**src/verilog/tv_encoder_pkg.sv**
```systemverilog
/*
  Shared constants of the encoder control bank: register offsets, field
  positions, reset values, sync timing and contrast table entries.
  Assumes a single 20 MHz mclk domain and an 8-bit register port.
*/
`default_nettype none
package tv_encoder_pkg;

  // ************************************************************
  // register offsets
  // ************************************************************
  localparam logic [7:0] SYNC_CONTROL_ADDR      = 8'h0d;
  localparam logic [7:0] POWER_CONTROL_ADDR     = 8'h0e;
  localparam logic [7:0] CONNECTION_DETECT_ADDR = 8'h10;
  localparam logic [7:0] CONTRAST_CONTROL_ADDR  = 8'h11;

  // ************************************************************
  // field positions
  // ************************************************************
  localparam int HSYNC_POLARITY_BIT   = 0;
  localparam int VSYNC_POLARITY_BIT   = 1;
  localparam int SYNC_DIRECTION_BIT   = 2;
  localparam int EMBEDDED_SYNC_BIT    = 3;
  localparam int POWER_STATE_MSB      = 2;
  localparam int SOFT_RESET_N_BIT     = 3;
  localparam int RGB_OUTPUT_BIT       = 4;
  localparam int SENSE_BIT            = 0;
  localparam int COMPOSITE_STATUS_BIT = 1;
  localparam int CHROMA_STATUS_BIT    = 2;
  localparam int LUMA_STATUS_BIT      = 3;
  localparam int EMB_H_BIT            = 4;
  localparam int EMB_V_BIT            = 5;

  // ************************************************************
  // reset values
  // ************************************************************
  localparam logic [3:0] SYNC_CONTROL_RESET     = 4'h0;
  localparam logic [4:0] POWER_CONTROL_RESET    = 5'h0b;
  localparam logic [2:0] CONTRAST_CONTROL_RESET = 3'h3;
  localparam logic [2:0] DETECT_STATUS_RESET    = 3'h0;

  // ************************************************************
  // power states
  // ************************************************************
  localparam logic [2:0] PWR_COMPOSITE_OFF = 3'h0;
  localparam logic [2:0] PWR_POWER_DOWN    = 3'h1;
  localparam logic [2:0] PWR_SVIDEO_OFF    = 3'h2;
  localparam logic [2:0] PWR_NORMAL        = 3'h3;

  // ************************************************************
  // sync timing and embedded code bytes
  // ************************************************************
  localparam int         CNT_W          = 12;
  localparam logic [11:0] HSYNC_PIXELS  = 12'h040;
  localparam logic [11:0] VSYNC_LINES   = 12'h002;
  localparam logic [7:0] CODE_PREAMBLE_HI = 8'hff;
  localparam logic [7:0] CODE_PREAMBLE_LO = 8'h00;

  // ************************************************************
  // contrast table: offset and multiplier entries; the shift per setting sits in luma_contrast
  // ************************************************************
  localparam logic [6:0] CE_OFFSET_0 = 7'h66;
  localparam logic [6:0] CE_OFFSET_1 = 7'h39;
  localparam logic [6:0] CE_OFFSET_2 = 7'h1e;
  localparam logic [4:0] CE_MUL_5_4  = 5'h05;
  localparam logic [4:0] CE_MUL_9_8  = 5'h09;
  localparam logic [4:0] CE_MUL_17_16 = 5'h11;
  localparam logic [4:0] CE_MUL_3_2  = 5'h03;
  localparam logic [4:0] CE_MUL_1    = 5'h01;

endpackage
`default_nettype wire

```
**src/verilog/luma_contrast.sv**
```systemverilog
/*
  Combinational luma contrast stage: offset, rational gain, saturation.
  Assumes the caller registers the result on the pixel enable.
*/
`default_nettype none
module luma_contrast
  import tv_encoder_pkg::*;
(
  input  wire logic [2:0] setting,
  input  wire logic [7:0] lumaIn,
  output logic      [7:0] lumaOut
);

  // ************************************************************
  // gain table and arithmetic
  // ************************************************************
  logic        [6:0]  offset;
  logic        [4:0]  mul;
  logic        [2:0]  shift;
  logic signed [15:0] diff;
  logic signed [15:0] prod;
  logic signed [15:0] scaled;

  // select offset and gain for the setting
  always_comb begin
    unique case (setting)
      3'h0: begin offset = CE_OFFSET_0; mul = CE_MUL_5_4;   shift = 3'h2; end // RULE_19
      3'h1: begin offset = CE_OFFSET_1; mul = CE_MUL_9_8;   shift = 3'h3; end // RULE_19
      3'h2: begin offset = CE_OFFSET_2; mul = CE_MUL_17_16; shift = 3'h4; end // RULE_19
      3'h3: begin offset = 7'h00;       mul = CE_MUL_1;     shift = 3'h0; end // RULE_20
      3'h4: begin offset = 7'h00;       mul = CE_MUL_17_16; shift = 3'h4; end // RULE_20
      3'h5: begin offset = 7'h00;       mul = CE_MUL_9_8;   shift = 3'h3; end // RULE_20
      3'h6: begin offset = 7'h00;       mul = CE_MUL_5_4;   shift = 3'h2; end // RULE_20
      3'h7: begin offset = 7'h00;       mul = CE_MUL_3_2;   shift = 3'h1; end // RULE_20
    endcase
  end

  // signed arithmetic, shift floors negatives which clamp to zero anyway
  always_comb begin
    diff   = $signed({8'h00, lumaIn}) - $signed({9'h000, offset});
    prod   = 16'(diff * $signed({11'h000, mul}));
    scaled = prod >>> shift;
    if (scaled < 16'sd0) begin
      lumaOut = 8'h00; // RULE_21
    end else if (scaled > 16'sd255) begin
      lumaOut = 8'hff; // RULE_21
    end else begin
      lumaOut = scaled[7:0];
    end
  end

endmodule
`default_nettype wire

```
**src/verilog/tv_encoder_sync_power_detect_ctrl.sv**
```systemverilog
/*
  Sync, power, connection detect and contrast control bank of the encoder.
  Assumes the serial control port decodes transfers into a one-cycle
  register write strobe and read strobe on mclk; sync pins and the DAC
  comparators are asynchronous and are synchronised here.
*/
`default_nettype none

// What this block does
// RULE_01: horizontal sync polarity bit 0: clear active low, set active high.
// RULE_02: vertical sync polarity bit 1: clear active low, set active high.
// RULE_03: direction bit 2: clear syncs are inputs, set both are driven.
// RULE_04: bit 3 takes sync from pins or from codes embedded in luma stream.
// RULE_05: generated sync: horizontal pulse 64 pixels, vertical pulse 2 lines.
// RULE_06: power state 000 turns off only the composite DAC.
// RULE_07: power state 001 keeps only bandgap and restricted buffered clock.
// RULE_08: power state 010 turns off both luma/chroma DACs.
// RULE_09: power state 011 is normal, everything on, the reset default.
// RULE_10: power state msb set powers all down except serial port.
// RULE_11: soft reset bit low resets everything except itself and serial port; DAC enables here follow the power state, core/bandgap/buf clk off.
// RULE_12: software writes soft reset bit back to one to resume.
// RULE_13: RGB bit selects RGB DAC outputs and drives composite sync pin.
// RULE_14: connection status counts as invalid until one sense sequence completes.
// RULE_15: software sets normal power state before sensing.
// RULE_16: sense high drives constant DAC current and suppresses all sync.
// RULE_17: sense falling edge latches unconnected comparator results into status.
// RULE_18: status zero means connected load, one means unconnected output.
// RULE_19: settings 0-2 apply offset then gains 5/4, 9/8, 17/16.
// RULE_20: setting 3 passes luma; 4-7 gain 17/16, 9/8, 5/4, 3/2.
// RULE_21: contrast result saturates to 0 through 255.
// RULE_22: status holds until next sense falling edge or reset to zero.
module tv_encoder_sync_power_detect_ctrl
  import tv_encoder_pkg::*;
#(
  parameter int LINE_PIXELS = 800,
  parameter int FRAME_LINES = 525
)(
  input  wire logic       mclk,
  input  wire logic       rstn,
  input  wire logic [7:0] regAddr,
  input  wire logic [7:0] regWrData,
  input  wire logic       regWrite,
  input  wire logic       regRead,
  output logic      [7:0] regRdData,
  input  wire logic       hsyncPinIn,
  input  wire logic       vsyncPinIn,
  output logic            hsyncPinOut,
  output logic            hsyncPinOe,
  output logic            vsyncPinOut,
  output logic            vsyncPinOe,
  output logic            hsyncActive,
  output logic            vsyncActive,
  input  wire logic       pixValid,
  input  wire logic [7:0] lumaIn,
  output logic      [7:0] lumaOut,
  output logic            lumaOutValid,
  output logic            dacRgbSelect,
  output logic            compositeSyncPinOut,
  output logic            compositeSyncPinOe,
  output logic            lumaDacEn,
  output logic            chromaDacEn,
  output logic            compositeDacEn,
  output logic            coreEnable,
  output logic            bandgapEn,
  output logic            bufClkEn,
  output logic            bufClkLimited,
  output logic            coreResetN,
  output logic            senseCurrentEn,
  input  wire logic       lumaCmpAbove,
  input  wire logic       chromaCmpAbove,
  input  wire logic       compositeCmpAbove,
  output logic            detectValid
);

  // ************************************************************
  // elaboration checks
  // ************************************************************
  if (LINE_PIXELS <= 64 || LINE_PIXELS > 4096) begin : g_bad_line
    $error("LINE_PIXELS must be 65..4096");
  end
  if (FRAME_LINES <= 2 || FRAME_LINES > 4096) begin : g_bad_frame
    $error("FRAME_LINES must be 3..4096");
  end

  localparam logic [11:0] LAST_PIXEL = 12'(LINE_PIXELS - 1);
  localparam logic [11:0] LAST_LINE  = 12'(FRAME_LINES - 1);

  // ************************************************************
  // state
  // ************************************************************
  typedef struct packed {
    logic [3:0]       syncControl;
    logic [4:0]       powerControl;
    logic [2:0]       contrastControl;
    logic             sense;
    logic [2:0]       detectStatus;
    logic             detectValid;
    logic [7:0]       rdData;
    logic             hsMeta;
    logic             hsPin;
    logic             vsMeta;
    logic             vsPin;
    logic [2:0]       cmpMeta;
    logic [2:0]       cmpPin;
    logic [CNT_W-1:0] pixCount;
    logic [CNT_W-1:0] lineCount;
    logic [1:0]       codeCount;
    logic             embH;
    logic             embV;
    logic             hsAct;
    logic             vsAct;
    logic             hsOut;
    logic             hsOe;
    logic             vsOut;
    logic             vsOe;
    logic             csOut;
    logic             csOe;
    logic [7:0]       lumaOut;
    logic             lumaValid;
    logic [5:0]       pwrEn;
    logic             bufLimited;
  } state_s;

  state_s s;
  state_s next_s;
  logic [7:0] contrastResult;

  // ************************************************************
  // functions
  // ************************************************************
  function automatic state_s resetState();
    state_s r;
    r                 = '0;
    r.syncControl     = SYNC_CONTROL_RESET;
    r.powerControl    = POWER_CONTROL_RESET;
    r.contrastControl = CONTRAST_CONTROL_RESET;
    r.detectStatus    = DETECT_STATUS_RESET;
    r.pwrEn           = 6'h3f;
    r.hsOut           = 1'b1;
    r.vsOut           = 1'b1;
    r.csOut           = 1'b1;
    return r;
  endfunction

  // pin level from logical sync and polarity, and back: same relation
  function automatic logic syncLevel(input logic a, input logic pol);
    return ~(a ^ pol);
  endfunction

  // enables: {luma dac, chroma dac, composite dac, core, bandgap, buf clk}
  function automatic logic [5:0] powerDecode(input logic [2:0] st);
    logic [5:0] e;
    e = 6'h00; // RULE_10
    if (!st[POWER_STATE_MSB]) begin
      unique case (st)
        PWR_COMPOSITE_OFF: e = 6'h37; // RULE_06
        PWR_POWER_DOWN:    e = 6'h03; // RULE_07
        PWR_SVIDEO_OFF:    e = 6'h0f; // RULE_08
        PWR_NORMAL:        e = 6'h3f; // RULE_09
        default:           e = 6'h00;
      endcase
    end
    return e;
  endfunction

  // ************************************************************
  // contrast stage
  // ************************************************************
  luma_contrast luma_contrast_i (
    .setting (s.contrastControl),
    .lumaIn  (lumaIn),
    .lumaOut (contrastResult)
  );

  // ************************************************************
  // next state
  // ************************************************************
  always_comb begin
    logic core;
    logic genH;
    logic genV;
    logic srcH;
    logic srcV;
    logic [2:0] readNow;
    core = s.pwrEn[2];
    genH = 1'b0;
    genV = 1'b0;
    srcH = 1'b0;
    srcV = 1'b0;
    readNow = 3'h0;
    next_s = s;

    // pin and comparator synchronisers
    next_s.hsMeta  = hsyncPinIn;
    next_s.hsPin   = s.hsMeta;
    next_s.vsMeta  = vsyncPinIn;
    next_s.vsPin   = s.vsMeta;
    next_s.cmpMeta = {lumaCmpAbove, chromaCmpAbove, compositeCmpAbove};
    next_s.cmpPin  = s.cmpMeta;

    // register writes
    if (regWrite) begin
      unique case (regAddr)
        SYNC_CONTROL_ADDR:      next_s.syncControl = regWrData[3:0];
        POWER_CONTROL_ADDR:     next_s.powerControl = regWrData[4:0];
        CONTRAST_CONTROL_ADDR:  next_s.contrastControl = regWrData[2:0];
        CONNECTION_DETECT_ADDR: begin
          next_s.sense = regWrData[SENSE_BIT];
          // falling edge of sense samples the comparators
          if (s.sense && !regWrData[SENSE_BIT]) begin
            next_s.detectStatus = s.cmpPin; // RULE_17 RULE_18 RULE_22
            next_s.detectValid  = 1'b1;     // RULE_14
          end
        end
        default: ;
      endcase
    end

    // read port, sense reads back as zero since it is write only
    if (regRead) begin
      unique case (regAddr)
        SYNC_CONTROL_ADDR:      next_s.rdData = {4'h0, s.syncControl};
        POWER_CONTROL_ADDR:     next_s.rdData = {3'h0, s.powerControl};
        CONTRAST_CONTROL_ADDR:  next_s.rdData = {5'h00, s.contrastControl};
        CONNECTION_DETECT_ADDR: next_s.rdData = {4'h0, s.detectStatus, 1'b0};
        default:                next_s.rdData = 8'h00;
      endcase
    end

    // free-running timing generator for driven sync
    if (pixValid && core) begin
      if (s.pixCount == LAST_PIXEL) begin
        next_s.pixCount = '0;
        next_s.lineCount = (s.lineCount == LAST_LINE) ? '0 : s.lineCount + 12'h001;
      end else begin
        next_s.pixCount = s.pixCount + 12'h001;
      end
    end
    genH = s.pixCount < HSYNC_PIXELS; // RULE_05
    genV = s.lineCount < VSYNC_LINES; // RULE_05

    // embedded code search: preamble hi, lo, lo, then flag byte
    if (pixValid) begin
      if (s.codeCount == 2'h3) begin
        next_s.embH = lumaIn[EMB_H_BIT];
        next_s.embV = lumaIn[EMB_V_BIT];
        next_s.codeCount = 2'h0;
      end else if (lumaIn == CODE_PREAMBLE_HI) begin
        next_s.codeCount = 2'h1;
      end else if (lumaIn == CODE_PREAMBLE_LO && s.codeCount != 2'h0) begin
        next_s.codeCount = s.codeCount + 2'h1;
      end else begin
        next_s.codeCount = 2'h0;
      end
    end

    // choose sync source
    if (s.syncControl[SYNC_DIRECTION_BIT]) begin
      srcH = genH; // RULE_03
      srcV = genV;
    end else if (s.syncControl[EMBEDDED_SYNC_BIT]) begin
      srcH = s.embH; // RULE_04
      srcV = s.embV;
    end else begin
      srcH = syncLevel(s.hsPin, s.syncControl[HSYNC_POLARITY_BIT]); // RULE_01 RULE_04
      srcV = syncLevel(s.vsPin, s.syncControl[VSYNC_POLARITY_BIT]); // RULE_02
    end

    // sense mode keeps the outputs steady: no sync at all
    next_s.hsAct = srcH && core && !s.sense; // RULE_16
    next_s.vsAct = srcV && core && !s.sense; // RULE_16
    next_s.hsOut = syncLevel(next_s.hsAct, s.syncControl[HSYNC_POLARITY_BIT]); // RULE_01
    next_s.vsOut = syncLevel(next_s.vsAct, s.syncControl[VSYNC_POLARITY_BIT]); // RULE_02
    next_s.hsOe  = s.syncControl[SYNC_DIRECTION_BIT] && core; // RULE_03
    next_s.vsOe  = s.syncControl[SYNC_DIRECTION_BIT] && core; // RULE_03

    // composite sync, active low, only in RGB mode
    next_s.csOut = ~(next_s.hsAct | next_s.vsAct);
    next_s.csOe  = s.powerControl[RGB_OUTPUT_BIT] && core; // RULE_13

    // luma path registered on the pixel enable
    next_s.lumaValid = pixValid && core;
    if (pixValid && core) begin
      next_s.lumaOut = contrastResult;
    end

    // power enables
    next_s.pwrEn      = powerDecode(s.powerControl[POWER_STATE_MSB:0]);
    next_s.bufLimited = s.powerControl[POWER_STATE_MSB:0] == PWR_POWER_DOWN; // RULE_07

    // soft reset: everything but its own bit, the read port state and the DAC enables, which follow the power state; core, bandgap, buf clk off
    if (!s.powerControl[SOFT_RESET_N_BIT]) begin
      readNow = next_s.pwrEn[5:3];
      next_s  = resetState(); // RULE_11
      next_s.powerControl[SOFT_RESET_N_BIT] = regWrite && regAddr == POWER_CONTROL_ADDR
        && regWrData[SOFT_RESET_N_BIT]; // RULE_12
      next_s.rdData = regRead ? ((regAddr == POWER_CONTROL_ADDR) ?
        {3'h0, s.powerControl} : 8'h00) : s.rdData;
      next_s.pwrEn = {readNow, 3'h0};
    end
  end

  // ************************************************************
  // state register
  // ************************************************************
  always_ff @(posedge mclk) begin
    if (!rstn) begin
      s <= resetState();
    end else begin
      s <= next_s;
    end
  end

  // ************************************************************
  // outputs, all taken from the state register
  // ************************************************************
  assign regRdData           = s.rdData;
  assign hsyncPinOut         = s.hsOut;
  assign hsyncPinOe          = s.hsOe;
  assign vsyncPinOut         = s.vsOut;
  assign vsyncPinOe          = s.vsOe;
  assign hsyncActive         = s.hsAct;
  assign vsyncActive         = s.vsAct;
  assign lumaOut             = s.lumaOut;
  assign lumaOutValid        = s.lumaValid;
  assign dacRgbSelect        = s.powerControl[RGB_OUTPUT_BIT]; // RULE_13
  assign compositeSyncPinOut = s.csOut;
  assign compositeSyncPinOe  = s.csOe;
  assign lumaDacEn           = s.pwrEn[5];
  assign chromaDacEn         = s.pwrEn[4];
  assign compositeDacEn      = s.pwrEn[3];
  assign coreEnable          = s.pwrEn[2];
  assign bandgapEn           = s.pwrEn[1];
  assign bufClkEn            = s.pwrEn[0];
  assign bufClkLimited       = s.bufLimited;
  assign coreResetN          = s.powerControl[SOFT_RESET_N_BIT];
  assign senseCurrentEn      = s.sense; // RULE_16
  assign detectValid         = s.detectValid; // RULE_14

endmodule
`default_nettype wire
```
**config.mk**
```make
export PLATFORM = sky130hd
export DESIGN_NAME = tv_encoder_sync_power_detect_ctrl
export DESIGN_NICKNAME = d
export VERILOG_FILES = /design/src/verilog/tv_encoder_pkg.sv /design/src/verilog/luma_contrast.sv /design/src/verilog/tv_encoder_sync_power_detect_ctrl.sv
export SDC_FILE = /design/constraint.sdc
export NUM_CORES = 1
export LEC_CHECK = 0
export ABC_CLOCK_PERIOD_IN_PS = 6440
export BUFFER_PORTS_ARGS = -buffer_cell sky130_fd_sc_hd__buf_2
export CAP_MARGIN = 40
export CORE_MARGIN = 5
export CORE_UTILIZATION = 45
export DETAILED_ROUTE_END_ITERATION = 16
export GPL_TIMING_DRIVEN = 0
export PLACE_DENSITY = 0.74
export SYNTH_ARGS = -nofsm -noshare
export SYNTH_HDL_FRONTEND = slang
export SYNTH_HIERARCHICAL = 1
export SYNTH_SLANG_ARGS = --single-unit
```
**constraint.sdc**
```tcl
create_clock -name mclk -period 6.44 [get_ports mclk]
set_input_delay 0.322 -clock mclk [delete_from_list [all_inputs] [get_ports mclk]]
set_output_delay 0.322 -clock mclk [all_outputs]
set_load 0.05 [all_outputs]
```
After elaboration in Yosys (flattened, before gate mapping)
Memory sizes are Yosys's and may differ from the RTL's. A register that Yosys moved wholly into a read port is not among the register bits.
Index checks and enable logic that the tools add are counted.
{"block": "op_classes", "add_sub_neg": 4, "n_mul": 1, "magnitude_cmp": 4, "n_eq_ne": 11, "shift": 1, "n_mux": 30, "bitwise_logic": 10, "reduce_logical": 24}
{"cell": "two-way mux 82 bit", "count": 1}
{"cell": "two-way mux 12 bit", "count": 4}
{"cell": "two-way mux 8 bit", "count": 5}
{"cell": "adder 12 x 1 -> 12 bit, second input constant", "count": 2}
{"cell": "== test 12 x 10 -> 1 bit, second input constant", "count": 2}
{"cell": "two-way mux 24 bit", "count": 1}
{"cell": "case mux 6 bit (4 select lines)", "count": 1}
{"cell": "case mux 5 bit (4 select lines)", "count": 1}
{"cell": "== test 8 x 4 -> 1 bit, second input constant", "count": 2}
{"cell": "== test 8 x 5 -> 1 bit, second input constant", "count": 2}
{"cell": "greater-than comparator 16 x 9 -> 1 bit, second input constant", "count": 1}
{"cell": "< comparator 16 x 1 -> 1 bit, second input constant", "count": 1}
{"cell": "multiplier 16 x 6 -> 16 bit", "count": 1}
{"cell": ">>> shifter 16 x 3 -> 16 bit", "count": 1}
{"cell": "AND reduction 2 bit", "count": 7}
{"cell": "< comparator 12 x 2 -> 1 bit, second input constant", "count": 1}
{"cell": "< comparator 12 x 7 -> 1 bit, second input constant", "count": 1}
{"cell": "two-way mux 4 bit", "count": 3}
{"cell": "logical AND 1 bit", "count": 11}
{"cell": "two-way mux 5 bit", "count": 2}
{"cell": "two-way mux 3 bit", "count": 3}
{"cell": "subtractor 8 x 7 -> 9 bit", "count": 1}
{"cell": "== test 8 bit, second input constant", "count": 1}
{"cell": "logical NOT 8 bit", "count": 1}
{"cell": "other kinds (14)", "count": 29}
{"block": "totals", "reg_bits": 86, "romBits": 112, "input_bits": 34, "word_cells": 116, "mem_count": 1}
{"name": "(no name shown)", "words": 8, "width": 14, "read_ports": 1, "rd_ports_with_merged_regs": 1, "write_ports": 0, "line_no": "luma_contrast.sv:26", "source": "unique case (setting)"}

Depth between registers and ports, before layout
{"block": "logic_depth", "ltp_word": 9, "mapped_depth": 33}

Modules after synthesis
The synthesis kept the hierarchy.
{"mod": "tv_encoder_sync_power_detect_ctrl", "n_inst": 1, "cells_each": 426, "area_each_um2": 3686.0}
{"mod": "luma_contrast", "n_inst": 1, "cells_each": 358, "area_each_um2": 2726.4}

Worst setup path after synthesis
OpenSTA, ideal clock, no wires.
{"block": "synth_path", "kind": "reg-to-reg", "startpoint": "reg, netlist name s[75]", "endpoint": "reg s, in the netlist lumaOut[7]", "t_arrival_ns": 6.590, "required_ns": 6.308, "slack_ns": -0.283, "path_stages_with_launch": 31, "path_buffers": 1, "cell_sequence": "dfxtp_1 > inv_1 > ha_1 > nor2_1 > or2_2 > ha_1 > nor2b_1 > o21ai_1 > nand2b_1 > a21oi_1 > o21bai_1 > and2_0 > or3_1 > clkbuf_1 > inv_2 > nand3_1 > fa_1 > inv_1 > fa_1 > fa_1 > ha_1 > a211o_1 > or4_1 > nand3_1 > a211o_2 > a31oi_1 > o211ai_1 > nand4_2 > o221a_1 > nand2_1 > a21oi_1"}
{"item": "end signal, assigned", "line_no": "tv_encoder_sync_power_detect_ctrl.sv:308", "source": "s <= resetState();"}
{"item": "end signal, assigned", "line_no": "tv_encoder_sync_power_detect_ctrl.sv:310", "source": "s <= next_s;"}
{"item": "end, declared", "line_no": "tv_encoder_sync_power_detect_ctrl.sv:124", "source": "state_s s;"}

==> summary by stage <==
Power and ir drop
Net switching is 27.1% of the power. The switching power is approximately 350 µW. Cell internal power was estimated by the tool at 945 µW.

The share of total power dissipated in the clock network is between 40% and 50%. The part of the total power dissipated in combinational logic is 17.9%. The total leakage power is 0.00359 µW. IR analysis of the VDD net gives a maximum drop of 0.131 mV. The total power divided by cell area is 162 nW/µm². Sequential cells account for 40.0% of the total power.

Cells and area
The antenna diode count is 0. The filler cells instantiated in the layout total 1215. The register with the most flip-flops in the layout has 51 of them. The net count reported at finish is 997. The fraction of layout cells with a size suffix above 1 is approximately 25%. The register with the most flip-flops is s. Leaving out fill and tap cells, the most frequent cells in the layout are dfxtp_1 (78), nor2_1 (74), nand2_1 (67).

The non-filler instance count after layout is between 1000 and 1500. Leaving out fill and tap cells, the most frequent cell in the layout is dfxtp_1. Compared with the post-synthesis result, the final layout area differs by 24.8%.

The final standard cell utilization of the core is 57.4%. The final instance area is approximately 8000 µm².

Status
The run finished, with violations left. The checks that failed: negative setup slack.

Global routing
The maximum number of pins on one net before global-route repair is 15. The number of global-route vias before repair is 5716. The initial antenna violation count was 0. For this run, the total global-route usage over all layers was measured as 19.2%. The first global-routing pass estimated 26.6 mm of wire. The overflow left after global routing is 0.

Floorplan
The core box area is 13900 µm². In this run the core area contains between 40 and 50 standard-cell rows. In this run the vertical extent of the chip is 129 µm.

Pin placement for this block handled 70 I/O pins. The starting utilization of the core area is ~46%. The die width is about 130 µm. The die covers 16700 µm².

Setup path
For the worst setup path, the data required time is 6.63 ns. The worst setup path is launched from a flop. The sort of element at the end of the critical path is a flop. The largest individual stage delay along the critical path comes from the cell fa_2.

The critical path is of the flop to flop type. Along the worst path, the maximum fanout reaches 5. For this run, the slowest stage of the critical path takes 0.62 ns. The endpoint arrival time on the critical path is 6.70 ns. The most numerous cell on the critical path is ha_4.

Timing
The setup-violating endpoint count in the final report is 6. The top achievable clock speed is 154 MHz. Setup repair after global routing could not meet its margin everywhere.

The clock arrives with between 0.003 and 0.004 ns of skew. The final hold violation count was 0. For the pin with the worst max-slew slack, the measured transition is 0.755 ns. The headroom to the max-slew limit is 49.6%. The number of pins with negative max-slew slack in the final report is 0. The setup slack after layout is -0.0716 ns. Counting I/O delays and the setup requirement, the final critical path takes approximately 6.5 ns. The final worst-path cycle share is 101%.

Detailed routing
The detailed-router iteration count before antenna repair is 5. The remaining routing DRC violations is 0. The total wire length after detailed routing is 16.3 mm.

Dividing the detail-routed via count by the number of cells gives ~5.6. In this run the remaining antenna-violating nets after routing total 0. The total via count in the routed design is 6005. The routed length per placed instance is approximately 15 µm.

The first-iteration detailed-routing DRC count is between 500 and 600.

Synth
The fraction of post-synthesis cell area in the top cell type by area is between 20 and 30%. The synthesized design contains 0 enable-type register cells. The part of the Yosys area used for sequential elements is 25.3%. The number of distinct library cell variants in the gate-level netlist after synthesis is 80. Sorting the synthesized cells by area gives the leading types as dfxtp_1 (25%), fa_1 (9.1%), ha_1 (8.4%). During synthesis, Yosys emitted a total of 6 warnings. In this run the mean area of a mapped cell was a little over 8 µm². The leading area contributor after synthesis is dfxtp_1.

Synthesis inferred 81 register bits. In the synthesized netlist the dominant register cell turns out to be dfxtp_1. In the synthesized netlist, the number of instances is 784.

After synthesis, the share of flip-flops with an asynchronous set or reset is 0%. The post-synthesis instance area is 6410 µm².

Placement
The quantity of I/O buffers inserted on ports is 62. The placed standard-cell area is between 6000 and 7000 µm². The half-perimeter wire length of the detailed placement result is 12.0 mm.

The worst-case setup slack after placement is -0.591 ns. The routability congestion estimate is 0.860. The number of cells after detailed placement is 1028.

Clocking
The CTS clock-pin slew for the worst setup and hold paths is roughly 0.060 ns. TritonCTS built the clock tree. The number of levels the H-tree was split into is 3. The clock latency at the later pin of the worst-skew pair is 0.34 ns. The number of clock buffers added by TritonCTS is 9. The cell at the root of the clock tree is clkbuf_16. The clock net in this run drives a total of slightly above 80 sinks.

No sink is reached through more buffers than the 2 on the longest clock path. The number of hold buffers added after cts is 0.

Hold path
The path class of the lowest-slack min-delay path is primary input to flop.

Job
The number of violations of the max-capacitance limit is 0.
==> logic make-up (layout without fill, tap and decap cells) <==
family,after synthesis,count (layout),synth area share (%)
AO/OA/AOI/OAI,152,152,16.8
XOR/XNOR,23,23,3.14
adder cells (fa/ha/maj),72,72,17.4
buffers and inverters,124,234,8.80
flip-flops,81,81,25.3
multiplexers,25,25,4.00
other,1,3,0.0585
AND/OR/NAND/NOR,306,306,24.5
==> per-stage QoR <==
| stage | hold slack, ns | power, µW | setup TNS (ns) |
|---|---|---|---|
| finish | 0.223 | 1300 | -0.174 |
| global route | 0.227 | 1350 | -2.14 |
| CTS | 0.213 | 1280 | -0.0953 |
| detailed placement | 0.453 | 729 | -4.50 |
| global placement | 0.448 | 728 | -4.36 |
| floorplan | 0.436 | 678 | 0 |
==> worst paths after layout <==
kind | from | cells past startpoint | slack, ns | endpoint
hold / removal | lumaCmpAbove | 2 | 0.22 | s[57]
hold reg to reg | lumaOut[7] | 2 | 0.46 | lumaOut[7]
setup reg to reg | s[75] | 29 | -0.07 | lumaOut[7]
setup / recovery | s[75] | 29 | -0.07 | lumaOut[7]
==> critical path: cells and delay by family (launching register included) <==
family,cells,cell delay (ns)
adders and majority gates,6,2.23
and+or+nand+nor,11,1.95
AOI/OAI and AO/OA,9,1.59
DFF,1,0.37
buffers and inverters,3,0.22
==> power groups by stage <==
stage | Combinational (µW) | Sequential, µW | Clock [µW]
global placement | 198 | 530 | 0
floorplan | 140 | 538 | 0
finish | 232 | 518 | 546
CTS | 210 | 519 | 555
detailed placement | 199 | 530 | 0
global route | 255 | 520 | 577
==> cell usage after synthesis (all sizes together) (24+ instances only) <==
| cell type | number |
|---|---|
| a21oi | 42 |
| and3 | 29 |
| buf | 28 |
| clkbuf | 24 |
| dfxtp | 81 |
| fa | 29 |
| ha | 43 |
| inv | 71 |
| nand2 | 68 |
| nand3 | 39 |
| nor2 | 76 |
| o21ai | 29 |
==> routing by layer <==
metal,global-route usage (%),routed length [µm],vias up,share of wire [%]
li1,-,-,2943,-
met1,26.7,7770,2885,48
met2,31.3,7690,156,47
met3,3.05,704,21,4.3
met4,4.57,178,0,1.1
met5,0,0,-,0
==> cell type report <==
type / instances / area (µm²) / area share (%)
repair buffers: 97 / 592 / 7.40
flip-flops and latches: 81 / 1630 / 20.4
plain buffers: 49 / 292 / 3.64
clock inverters: 6 / 91.3 / 1.14
inverters: 72 / 283 / 3.53
well taps: 180 / 225 / 2.81
clock buffers: 10 / 229 / 2.86
multi-input cells: 581 / 4660 / 58.2
==> what timing repair did <==
| item | in CTS | in global routing |
|---|---|---|
| pin swaps | 19 | 47 |
| resized for setup | 46 | 58 |
| buffers inserted | 16 | 19 |
| setup endpoints to repair | 8 | 8 |
Power figures use the tool's default switching activity.
